[config.mk]
export PLATFORM = sky130hd
export DESIGN_NAME = ofs_top
export DESIGN_NICKNAME = d
export VERILOG_FILES = /design/src/pkg/ofs_pkg.sv /design/src/logic/ofs_out_sel.sv /design/src/logic/ofs_top.sv
export SDC_FILE = /design/constraint.sdc
export NUM_CORES = 1
export LEC_CHECK = 0
export ABC_CLOCK_PERIOD_IN_PS = 3400
export BUFFER_PORTS_ARGS = -buffer_cell sky130_fd_sc_hd__buf_2
export CAP_MARGIN = 20
export CORE_ASPECT_RATIO = 1.2
export CORE_MARGIN = 1
export CORE_UTILIZATION = 40
export DETAILED_ROUTE_END_ITERATION = 6
export GPL_ROUTABILITY_DRIVEN = 0
export PLACE_DENSITY = 0.61
export RECOVER_POWER = 100
export SLEW_MARGIN = 20
export SYNTH_ARGS = -nofsm -noshare
export SYNTH_HDL_FRONTEND = slang
export SYNTH_HIERARCHICAL = 1
export SYNTH_SLANG_ARGS = --single-unit
[constraint.sdc]
create_clock -name clk_i -period 3.4 [get_ports clk_i]
set_input_delay 0.68 -clock clk_i [delete_from_list [all_inputs] [get_ports clk_i]]
set_output_delay 0.68 -clock clk_i [all_outputs]
set_load 0.03 [all_outputs]
[src/pkg/ofs_pkg.sv]
// constants of the digital output function selector
package ofs_pkg;
    localparam int N_OUT = 8;
    localparam int SEL_W = 7;
    localparam int SRC_N = 128;
    localparam int N_ALM = 17;

    // -------------------------------------------------------------------
    // selection codes
    // -------------------------------------------------------------------
    localparam logic [6:0] C_OFF = 7'h00;
    localparam logic [6:0] C_SPD_ZERO = 7'h01;
    localparam logic [6:0] C_SPD_THR = 7'h02;
    localparam logic [6:0] C_SPD_SET = 7'h03;
    localparam logic [6:0] C_CUR_LIM = 7'h04;
    localparam logic [6:0] C_DRV_RDY = 7'h05;
    localparam logic [6:0] C_MOT_OVL_FREE = 7'h06;
    localparam logic [6:0] C_RAMP_UP = 7'h08;
    localparam logic [6:0] C_RAMP_DN = 7'h09;
    localparam logic [6:0] C_SPD_LIM = 7'h0A;
    localparam logic [6:0] C_PAD_A = 7'h12;
    localparam logic [6:0] C_PAD_B = 7'h13;
    localparam logic [6:0] C_CTRL = 7'h14;
    localparam logic [6:0] C_TRQ_SIGN = 7'h15;
    localparam logic [6:0] C_LINE_REL = 7'h17;
    localparam logic [6:0] C_ENC1_OK = 7'h1E;
    localparam logic [6:0] C_ENC2_OK = 7'h1F;
    localparam logic [6:0] C_DRV_OK = 7'h2A;
    localparam logic [6:0] C_AIN1_MATCH = 7'h31;
    localparam logic [6:0] C_ENABLE = 7'h32;
    localparam logic [6:0] C_START = 7'h33;
    localparam logic [6:0] C_FSTOP = 7'h34;
    localparam logic [6:0] C_ACCEL = 7'h3C;
    localparam logic [6:0] C_DECEL = 7'h3D;
    localparam logic [6:0] C_BRAKE_OPEN = 7'h3E;
    localparam logic [6:0] C_MOT_ALERT = 7'h41;
    localparam logic [6:0] C_DRV_ALERT = 7'h42;
    localparam logic [6:0] C_DRV_OVL_FREE = 7'h43;
    localparam logic [6:0] C_ARM_CUR_THR = 7'h46;
    localparam logic [6:0] C_READY_RUN = 7'h4C;
    localparam logic [6:0] C_REMOTE = 7'h4D;
    localparam logic [6:0] C_FIRING = 7'h50;
    localparam logic [6:0] C_CONT_COND = 7'h51;
    localparam logic [6:0] C_ON = 7'h64;

    // alarm codes, indexed like the alarm input vector
    localparam logic [6:0] ALM_CODE [N_ALM] = '{
        7'h0B, 7'h0C, 7'h0D, 7'h0E, 7'h0F, 7'h10, 7'h11, 7'h18, 7'h19,
        7'h1A, 7'h23, 7'h3F, 7'h44, 7'h45, 7'h47, 7'h48, 7'h52};

    // thermal load percentage at which an alert is raised
    localparam logic [7:0] THERMAL_ALERT_PCT = 8'h50;

    // -------------------------------------------------------------------
    // register byte offsets
    // -------------------------------------------------------------------
    localparam logic [7:0] OFS_SEL0 = 8'h00;
    localparam logic [7:0] OFS_INV = 8'h20;
    localparam logic [7:0] OFS_PAD_A = 8'h24;
    localparam logic [7:0] OFS_PAD_B = 8'h28;
    localparam logic [7:0] OFS_MON = 8'h2C;
    localparam logic [7:0] OFS_CTRL_MON = 8'h30;
    localparam logic [7:0] OFS_STATUS = 8'h34;

    localparam logic [6:0] RST_SEL = 7'h00;
    localparam logic [7:0] RST_INV = 8'h00;
    localparam logic [15:0] RST_PAD = 16'h0000;
endpackage : ofs_pkg

[src/logic/ofs_out_sel.sv]
// one digital output: source select, inversion, output flop
`timescale 1ns/100ps
module ofs_out_sel
    import ofs_pkg::*;
(
    // clock and reset
    input wire logic clk_i,
    input wire logic rst_i,
    // selection
    input wire logic [SEL_W-1:0] code_i,
    input wire logic inv_i,
    // sources
    input wire logic [SRC_N-1:0] src_i,
    input wire logic pad_a_bit_i,
    input wire logic pad_b_bit_i,
    input wire logic ctrl_bit_i,
    // line
    output logic out_o
);
    logic pick;
    logic out_d;

    // per-output word bits override the shared vector
    assign pick = (code_i == C_PAD_A) ? pad_a_bit_i :
                  (code_i == C_PAD_B) ? pad_b_bit_i :
                  (code_i == C_CTRL)  ? ctrl_bit_i :
                  src_i[code_i];
    assign out_d = pick ^ inv_i;

    always_ff @(posedge clk_i) begin
        if (rst_i) begin
            out_o <= 1'b0;
        end else begin
            out_o <= out_d;
        end
    end
endmodule : ofs_out_sel

[src/logic/ofs_top.sv]
// digital output function selector with wishbone register access
// Function
// - eight outputs, each its own selection code
// - code zero holds output low
// - code one hundred holds output high
// - code eighteen: output n shows pad A bit n-1
// - code nineteen: output n shows pad B bit n-1
// - code twenty: output n shows command word bit n-1
// - alarm codes map to their alarm conditions
// - alarm sources drive the output active low
// - alarm outputs track alarms even when ignored
// - ready-to-run: supply, no alarm, mains synchronized
// - codes 1-3: zero speed, thresholds, speed reached
// - codes 8,9,60,61: ramp direction and phase flags
// - codes 65,66: thermal alerts at eighty percent
// - codes 5,42,50-52: ready, healthy, enable, start, fast-stop
// - codes 30,31: encoder one and two health
// - codes 80,81: gating active, continuous conduction
// - codes 62,63: brake open command, brake fault
// - codes 21,23: torque sign, line switch release
// - codes 4,70: current limit, armature current threshold
// - per-output inversion applied before the line
// - readable monitor of each final output state
//
// The Wishbone slave port and the placing of the registers were decided locally.
`timescale 1ns/100ps
module ofs_top
    import ofs_pkg::*;
(
    // clock and reset
    input wire logic clk_i,
    input wire logic rst_i,
    // wishbone slave
    input wire logic wb_cyc_i,
    input wire logic wb_stb_i,
    input wire logic wb_we_i,
    input wire logic [7:0] wb_adr_i,
    input wire logic [3:0] wb_sel_i,
    input wire logic [31:0] wb_dat_i,
    output logic [31:0] wb_dat_o,
    output logic wb_ack_o,
    // speed and ramp status
    input wire logic speed_zero_i,
    input wire logic speed_in_thr_i,
    input wire logic speed_reached_i,
    input wire logic speed_limited_i,
    input wire logic ramp_up_i,
    input wire logic ramp_down_i,
    input wire logic accel_i,
    input wire logic decel_i,
    // drive state
    input wire logic cur_limit_i,
    input wire logic drive_ready_i,
    input wire logic drive_ok_i,
    input wire logic enable_i,
    input wire logic start_i,
    input wire logic fast_stop_i,
    input wire logic remote_i,
    input wire logic torque_neg_i,
    input wire logic line_release_i,
    input wire logic enc1_ok_i,
    input wire logic enc2_ok_i,
    input wire logic ain1_match_i,
    input wire logic brake_open_i,
    input wire logic arm_cur_thr_i,
    input wire logic firing_i,
    input wire logic cont_cond_i,
    // protection
    input wire logic motor_ovl_free_i,
    input wire logic drive_ovl_free_i,
    input wire logic [7:0] motor_load_pct_i,
    input wire logic [7:0] drive_load_pct_i,
    input wire logic [N_ALM-1:0] alarm_i,
    // supply
    input wire logic supply_ok_i,
    input wire logic mains_sync_i,
    // command word monitor
    input wire logic [15:0] ctrl_word_i,
    // output lines
    output logic [N_OUT-1:0] dout_o
);
    // -------------------------------------------------------------------
    // registers
    // -------------------------------------------------------------------
    logic [SEL_W-1:0] sel_q [N_OUT];
    logic [N_OUT-1:0] inv_q;
    logic [15:0] pad_a_q;
    logic [15:0] pad_b_q;
    logic ack_q;
    logic [31:0] rdat_q;

    // -------------------------------------------------------------------
    // derived status
    // -------------------------------------------------------------------
    logic any_alarm;
    logic ready_run_flag;
    logic motor_thermal_alert;
    logic drive_thermal_alert;
    logic [SRC_N-1:0] src;

    assign any_alarm = |alarm_i;
    assign ready_run_flag = supply_ok_i & ~any_alarm & mains_sync_i;
    // alerts compare load against the threshold, not the trip level
    assign motor_thermal_alert = (motor_load_pct_i >= THERMAL_ALERT_PCT);
    assign drive_thermal_alert = (drive_load_pct_i >= THERMAL_ALERT_PCT);

    // -------------------------------------------------------------------
    // shared source vector, unused codes stay low
    // -------------------------------------------------------------------
    always_comb begin
        src = '0;
        src[C_OFF] = 1'b0;
        src[C_ON] = 1'b1;
        src[C_SPD_ZERO] = speed_zero_i;
        src[C_SPD_THR] = speed_in_thr_i;
        src[C_SPD_SET] = speed_reached_i;
        src[C_CUR_LIM] = cur_limit_i;
        src[C_DRV_RDY] = drive_ready_i;
        src[C_MOT_OVL_FREE] = motor_ovl_free_i;
        src[C_RAMP_UP] = ramp_up_i;
        src[C_RAMP_DN] = ramp_down_i;
        src[C_SPD_LIM] = speed_limited_i;
        src[C_TRQ_SIGN] = torque_neg_i;
        src[C_LINE_REL] = line_release_i;
        src[C_ENC1_OK] = enc1_ok_i;
        src[C_ENC2_OK] = enc2_ok_i;
        src[C_DRV_OK] = drive_ok_i;
        src[C_AIN1_MATCH] = ain1_match_i;
        src[C_ENABLE] = enable_i;
        src[C_START] = start_i;
        src[C_FSTOP] = fast_stop_i;
        src[C_ACCEL] = accel_i;
        src[C_DECEL] = decel_i;
        src[C_BRAKE_OPEN] = brake_open_i;
        src[C_MOT_ALERT] = motor_thermal_alert;
        src[C_DRV_ALERT] = drive_thermal_alert;
        src[C_DRV_OVL_FREE] = drive_ovl_free_i;
        src[C_ARM_CUR_THR] = arm_cur_thr_i;
        src[C_READY_RUN] = ready_run_flag;
        src[C_REMOTE] = remote_i;
        src[C_FIRING] = firing_i;
        src[C_CONT_COND] = cont_cond_i;
        // raw alarm state, no ignore setting can mask it
        for (int a = 0; a < N_ALM; a++) begin
            src[ALM_CODE[a]] = ~alarm_i[a];
        end
    end

    // -------------------------------------------------------------------
    // output channels
    // -------------------------------------------------------------------
    for (genvar k = 0; k < N_OUT; k++) begin : g_out
        ofs_out_sel u_sel (
            .clk_i(clk_i),
            .rst_i(rst_i),
            .code_i(sel_q[k]),
            .inv_i(inv_q[k]),
            .src_i(src),
            .pad_a_bit_i(pad_a_q[k]),
            .pad_b_bit_i(pad_b_q[k]),
            .ctrl_bit_i(ctrl_word_i[k]),
            .out_o(dout_o[k])
        );
    end

    // -------------------------------------------------------------------
    // wishbone decode
    // -------------------------------------------------------------------
    logic req;
    logic wr_en;
    logic sel_hit;
    logic [2:0] sel_idx;
    logic [SEL_W-1:0] sel_rd;
    logic [31:0] rd_data;

    assign req = wb_cyc_i & wb_stb_i & ~ack_q;
    assign wr_en = req & wb_we_i;
    assign sel_hit = (wb_adr_i[7:5] == OFS_SEL0[7:5]);
    assign sel_idx = wb_adr_i[4:2];
    assign sel_rd = sel_q[sel_idx];
    // unmapped addresses still acknowledge and read as zero
    assign rd_data = sel_hit ? {25'h000_0000, sel_rd} :
                     (wb_adr_i == OFS_INV) ? {24'h00_0000, inv_q} :
                     (wb_adr_i == OFS_PAD_A) ? {16'h0000, pad_a_q} :
                     (wb_adr_i == OFS_PAD_B) ? {16'h0000, pad_b_q} :
                     (wb_adr_i == OFS_MON) ? {24'h00_0000, dout_o} :
                     (wb_adr_i == OFS_CTRL_MON) ? {16'h0000, ctrl_word_i} :
                     (wb_adr_i == OFS_STATUS) ? {28'h000_0000, drive_thermal_alert,
                                                 motor_thermal_alert, any_alarm, ready_run_flag} :
                     32'h0000_0000;

    always_ff @(posedge clk_i) begin
        if (rst_i) begin
            ack_q <= 1'b0;
            rdat_q <= 32'h0000_0000;
        end else begin
            ack_q <= req;
            if (req) begin
                rdat_q <= rd_data;
            end
        end
    end

    assign wb_ack_o = ack_q;
    assign wb_dat_o = rdat_q;

    // -------------------------------------------------------------------
    // register writes
    // -------------------------------------------------------------------
    always_ff @(posedge clk_i) begin
        if (rst_i) begin
            for (int i = 0; i < N_OUT; i++) begin
                sel_q[i] <= RST_SEL;
            end
            inv_q <= RST_INV;
            pad_a_q <= RST_PAD;
            pad_b_q <= RST_PAD;
        end else if (wr_en) begin
            if (sel_hit && wb_sel_i[0]) begin
                sel_q[sel_idx] <= wb_dat_i[SEL_W-1:0];
            end
            if (wb_adr_i == OFS_INV && wb_sel_i[0]) begin
                inv_q <= wb_dat_i[7:0];
            end
            if (wb_adr_i == OFS_PAD_A) begin
                if (wb_sel_i[0]) pad_a_q[7:0] <= wb_dat_i[7:0];
                if (wb_sel_i[1]) pad_a_q[15:8] <= wb_dat_i[15:8];
            end
            if (wb_adr_i == OFS_PAD_B) begin
                if (wb_sel_i[0]) pad_b_q[7:0] <= wb_dat_i[7:0];
                if (wb_sel_i[1]) pad_b_q[15:8] <= wb_dat_i[15:8];
            end
        end
    end

    for (genvar k = 0; k < N_OUT; k++) begin : g_chk

        for (genvar a = 0; a < N_ALM; a++) begin : g_alm

        end
    end
endmodule : ofs_top

* After elaboration in Yosys (flattened, before gate mapping) *
Memory sizes are Yosys's and may differ from the RTL's.
Index checks and enable logic that the tools add are counted.

storage, ports and cells
  input bits = 126
  logic and storage cells = 154
  memories kept = 1
  memory bits (writable) = 56
  bits in registers = 81

operators by class
  reductions and logical operators = 10
  bitwise logic cells = 32
  order comparisons = 10
  eq/ne operators = 30
  multiplexer cells = 56

memory list
  name   depth  width  rd ports  clocked after memory_dff  wr ports  line           RTL
  sel_q  8      7      9         0                         8         ofs_top.sv:85  logic [SEL_W-1:0] sel_q [N_OUT];

operators with widths
  kind                                                 number
  == test 7 x 5 -> 1 bit, second input constant        24
  2-to-1 mux 16 bit                                    6
  < comparator 7 x 8 -> 1 bit, second input constant   8
  binary-select mux 1 bit (select 7 bit)               8
  == test 8 x 6 -> 1 bit, second input constant        6
  2-to-1 mux 1 bit                                     39
  inverter 1 bit                                       19
  OR reduction 17 bit                                  1
  >= comparator 8 x 7 -> 1 bit, second input constant  2
  AND reduction 3 bit                                  4
  XOR 1 bit                                            8
  2-to-1 mux 7 bit                                     1
  OR reduction 7 bit                                   1
  AND 1 bit                                            5
  2-to-1 mux 4 bit                                     1
  zero test 3 bit                                      1
  2-to-1 mux 3 bit                                     1
  logical AND 1 bit                                    2
  AND reduction 2 bit                                  1

* Longest topological paths before layout *
  depth after elaboration = 11
  gate-level depth with buffers = 11
  mapped depth without buffers = 11

* Hierarchy *
The synthesis kept the hierarchy.

modules (own cells, without submodules)
  module       times used  cells each  area each (um2)  seq. area each (um2)
  ofs_out_sel  8           119         1322.5           20.0
  ofs_top      1           565         5660.4           2822.7

* Worst setup path after synthesis *
Ideal clock, no wire load.

  kind = input -> register
  start = in alarm_i[15]
  end = reg g_out[0].u_sel.out_o
  arrival = 2.526 ns
  library setup time = 0.127 ns
  stages = 11
  setup slack = 0.747 ns
  cell sequence = inv_1 nand3_1 nor3_1 and3_1 mux4_2 mux2i_1 nor2_1 a311oi_1 o211ai_1 nand4_1 or3b_1

on the way
  word-level cells in the longest chain between the ends = 10

RTL lines
  item                                    line               RTL
  start, declared                         ofs_top.sv:73      input wire logic [N_ALM-1:0] alarm_i,
  OR reduction 17 bit                     ofs_top.sv:101     assign any_alarm = |alarm_i;
  inverter 1 bit                          ofs_top.sv:102     assign ready_run_flag = supply_ok_i & ~any_alarm & mains_sync_i;
  AND 1 bit (2 in a row)                  ofs_top.sv:102
  via ready_run_flag                      ofs_top.sv:96      logic ready_run_flag;
  binary-select mux 1 bit (select 7 bit)  ofs_out_sel.sv:27  src_i[code_i];
  2-to-1 mux 1 bit (implied by the code)  ofs_out_sel.sv:27
  2-to-1 mux 1 bit                        ofs_out_sel.sv:26  (code_i == C_CTRL) ? ctrl_bit_i :
  2-to-1 mux 1 bit                        ofs_out_sel.sv:25  (code_i == C_PAD_B) ? pad_b_bit_i :
  2-to-1 mux 1 bit                        ofs_out_sel.sv:24  assign pick = (code_i == C_PAD_A) ? pad_a_bit_i :
  XOR 1 bit                               ofs_out_sel.sv:28  assign out_d = pick ^ inv_i;
  end signal, assigned                    ofs_out_sel.sv:34  out_o <= out_d;
  end, declared                           ofs_out_sel.sv:18  output logic out_o

The timed path passes the listed nets, and every way through them passes these cells. The select of a mux whose other input is x is not followed.
A chain may end at the register's enable or synchronous reset.

* Worst setup path after layout *
  start = in alarm_i[3]
  end = reg g_out[2].u_sel.out_o

on the way
  word-level cells in the longest chain between the ends = 10

RTL lines
  item                                    line
  OR reduction 17 bit                     ofs_top.sv:101
  inverter 1 bit                          ofs_top.sv:102
  AND 1 bit (2 in a row)                  ofs_top.sv:102
  via ready_run_flag                      ofs_top.sv:96
  binary-select mux 1 bit (select 7 bit)  ofs_out_sel.sv:27
  2-to-1 mux 1 bit (implied by the code)  ofs_out_sel.sv:27
  2-to-1 mux 1 bit                        ofs_out_sel.sv:26
  2-to-1 mux 1 bit                        ofs_out_sel.sv:25
  2-to-1 mux 1 bit                        ofs_out_sel.sv:24
  XOR 1 bit                               ofs_out_sel.sv:28
  end signal, assigned                    ofs_out_sel.sv:34
  end, declared                           ofs_out_sel.sv:18

The timed path passes the listed nets, and every way through them passes these cells. The select of a mux whose other input is x is not followed.

==> impl_metrics.env <==
export IMPL_status="finished, final reports clean"
export IMPL_first_global_vias=14500
export IMPL_r2r_cells=8
export IMPL_ys_seq_elements=121
export IMPL_worst_setup_path_start_kind="primary input"
export IMPL_finish_instance_area_sq_mm=0.0201
export IMPL_final_common_cell="conb_1"
export IMPL_hold_violations=0
export IMPL_root_buffer="clkbuf_16"
export IMPL_cts_resized=0
export IMPL_holdPathStages=2
export IMPL_synth_edff_count=56
export IMPL_drive_above_1_share_pct=19.5
export IMPL_cts_tree="built"
export IMPL_synth_warnings=6
export IMPL_vias_per_cell=5.47
export IMPL_drv_cap=0
export IMPL_max_freq_mhz=328
export IMPL_layout_common_cells="672 x conb_1, 187 x mux4_2, 135 x nand2_1"
export IMPL_crit_path_end_kind="flip-flop"
export IMPL_power_density_mw_per_mm2=251
export IMPL_synthesis_area_sq_mm=0.0162
export IMPL_peakVddDrop_v=0.000387
export IMPL_cts_hold_buf=0
export IMPL_crit_arrival_ns=3.35
export IMPL_ios=167
export IMPL_clk_pin_slew_worst_paths_ns=0.06
export IMPL_hold_ws_ns=0.454
export IMPL_wl_um=56100
export IMPL_fin_skew_ns=0.0136
export IMPL_rsz0062_at_grt="no"
export IMPL_post_cts_setup_buffer_count=0
export IMPL_first_pass_iters=6
export IMPL_overflow=0
export IMPL_synth_cells=1517
export IMPL_drt_first_iter_violations=1525
export IMPL_cts_buffers=17
export IMPL_max_slew_margin_pct=39.0
export IMPL_nets=2372
export IMPL_setup_violations=0
export IMPL_power_leakage_uw=0.00838
export IMPL_synth_top_area_cell="mux4_2"
export IMPL_path_class="primary input to flip-flop"
export IMPL_drcViolationCount=0
export IMPL_ant_nets=0
export IMPL_tightest_slew_ns=0.911
export IMPL_post_place_cells=2760
export IMPL_setup_slack_ns=0.352
export IMPL_antenna_found_initial=5
export IMPL_numPortBuffers=124
export IMPL_dpl_cell_area_sq_mm=0.0196
export IMPL_period_needed_ns=3.05
export IMPL_grt_pass1_wl_um=85100
export IMPL_async_flop_share_pct=0
export IMPL_path_max_fanout=8
export IMPL_h_tree_depth=4
export IMPL_worst_skew_pair_late_latency_ns=0.43
export IMPL_cp_required_ns=3.70
export IMPL_die_w_um=186
export IMPL_synth_top_area_share_pct=25.9
export IMPL_rrSetupSlack_ns=0.45
export IMPL_die_area_sq_mm=0.0414
export IMPL_row_count=80
export IMPL_syn_area_per_cell_sq_um=10.7
export IMPL_grt_max_degree=71
export IMPL_clock_path_buffers=2
export IMPL_synth_area_leaders="mux4_2 26%, edfxtp_1 10%, mux4_1 10%"
export IMPL_min_path_type="flip-flop to flip-flop"
export IMPL_dp_hpwl_um=41400
export IMPL_synth_seq_area_share_pct=18.4
export IMPL_fin_cells=2793
export IMPL_core_sq_mm=0.0399
export IMPL_yosysUniqueCellTypes=57
export IMPL_clock_sinks=121
export IMPL_vias=15300
export IMPL_synth_flop_cell="dfxtp_1"
export IMPL_grt_usage_pct=27.9
export IMPL_syn_to_final_growth_pct=24.0
export IMPL_fin_crit_sh_pct=89.6
export IMPL_die_h_um=223
export IMPL_slew_violations=0
export IMPL_dp_slack_ns=-0.0577
export IMPL_wire_per_inst_um=20.1
export IMPL_start_util_pct=40.7
==> path summary, 6_finish.rpt <==
check	from	endpoint
worst min-delay path	wb_dat_o[9]	wb_dat_o[9]
worst max register to register	sel_q[1][0]	g_out[1].u_sel/out_o
worst min register to register	wb_dat_o[9]	wb_dat_o[9]
worst max-delay path	alarm_i[3]	g_out[2].u_sel/out_o
==> through the flow <==
stage	power [uW]	utilization (%)	TNS, ns
after floorplan	2740	-	0
after global placement	3100	49.2	-0.320
after detailed placement	3120	49.2	-0.319
after CTS	5020	50.7	0
after global routing	5250	50.4	0
final	5060	50.4	0
==> sequential cells by signal (all words and copies together), names as in the netlist <==
name,count
pad_b_q,16
pad_a_q,16
inv_q,8
wb_dat_o,16
sel_q,56
g_out.u_sel/out_o,8
wb_ack_o,1
==> cell families after synthesis <==
group,after synthesis,share of synthesized area [%]
muxes,403,46.0
DFF,121,18.4
other,2,0.0462
AOI/OAI and AO/OA,279,11.3
and+or+nand+nor,528,17.2
buffers and inverters,184,7.03
==> synthesized netlist by cell type, drive strengths merged (16+ instances only) <==
| library cell | n |
|---|---|
| dfxtp | 65 |
| mux4 | 251 |
| inv | 35 |
| a211oi | 17 |
| a21oi | 63 |
| nand3 | 33 |
| mux2i | 102 |
| nand2b | 31 |
| nand3b | 19 |
| clkbuf | 36 |
| o21ai | 69 |
| or2 | 16 |
| buf | 113 |
| nor2b | 28 |
| and2 | 56 |
| nor3b | 24 |
| mux2 | 50 |
| edfxtp | 56 |
| nor2 | 98 |
| nand2 | 135 |
| nor3 | 31 |
| o22ai | 28 |
==> where the power goes <==
group | total (uW) | internal [uW] | leakage (uW) | switching [uW]
registers | 1670 | 1560 | 0.00109 | 113
logic | 1460 | 694 | 0.00699 | 767
clock network | 1920 | 1170 | 0.000297 | 753
==> per-layer routing <==
layer / global-route usage (%) / vias up / part of all wire [%]
met5: 0 / - / 0.041
met4: 15.3 / 4 / 6.2
met3: 5.13 / 174 / 9.5
met2: 45.1 / 756 / 47
met1: 34.9 / 7457 / 37
li1: - / 6887 / -
==> worst max-delay path, cell delays in order <==
cell and delay, ns:
buf_2 0.10, nor4_1 0.28, nand3_1 0.13, nor3_1 0.29, and3_1 0.65, mux4_2 0.37, mux2i_1 0.07, nor2_1 0.11
a311oi_1 0.06, o211ai_1 0.13, a21oi_1 0.09, or3b_1 0.38
==> area by class of cell <==
class,instances,area (sq um)
multi-input cells,1882,14600
clock inverters,14,185
repair buffers,189,1160
inverters,35,131
well taps,533,667
clock buffers,18,429
fillers,3848,19800
flip-flops and latches,121,2980
diodes,1,2.50
Power figures use the tool's default switching activity.
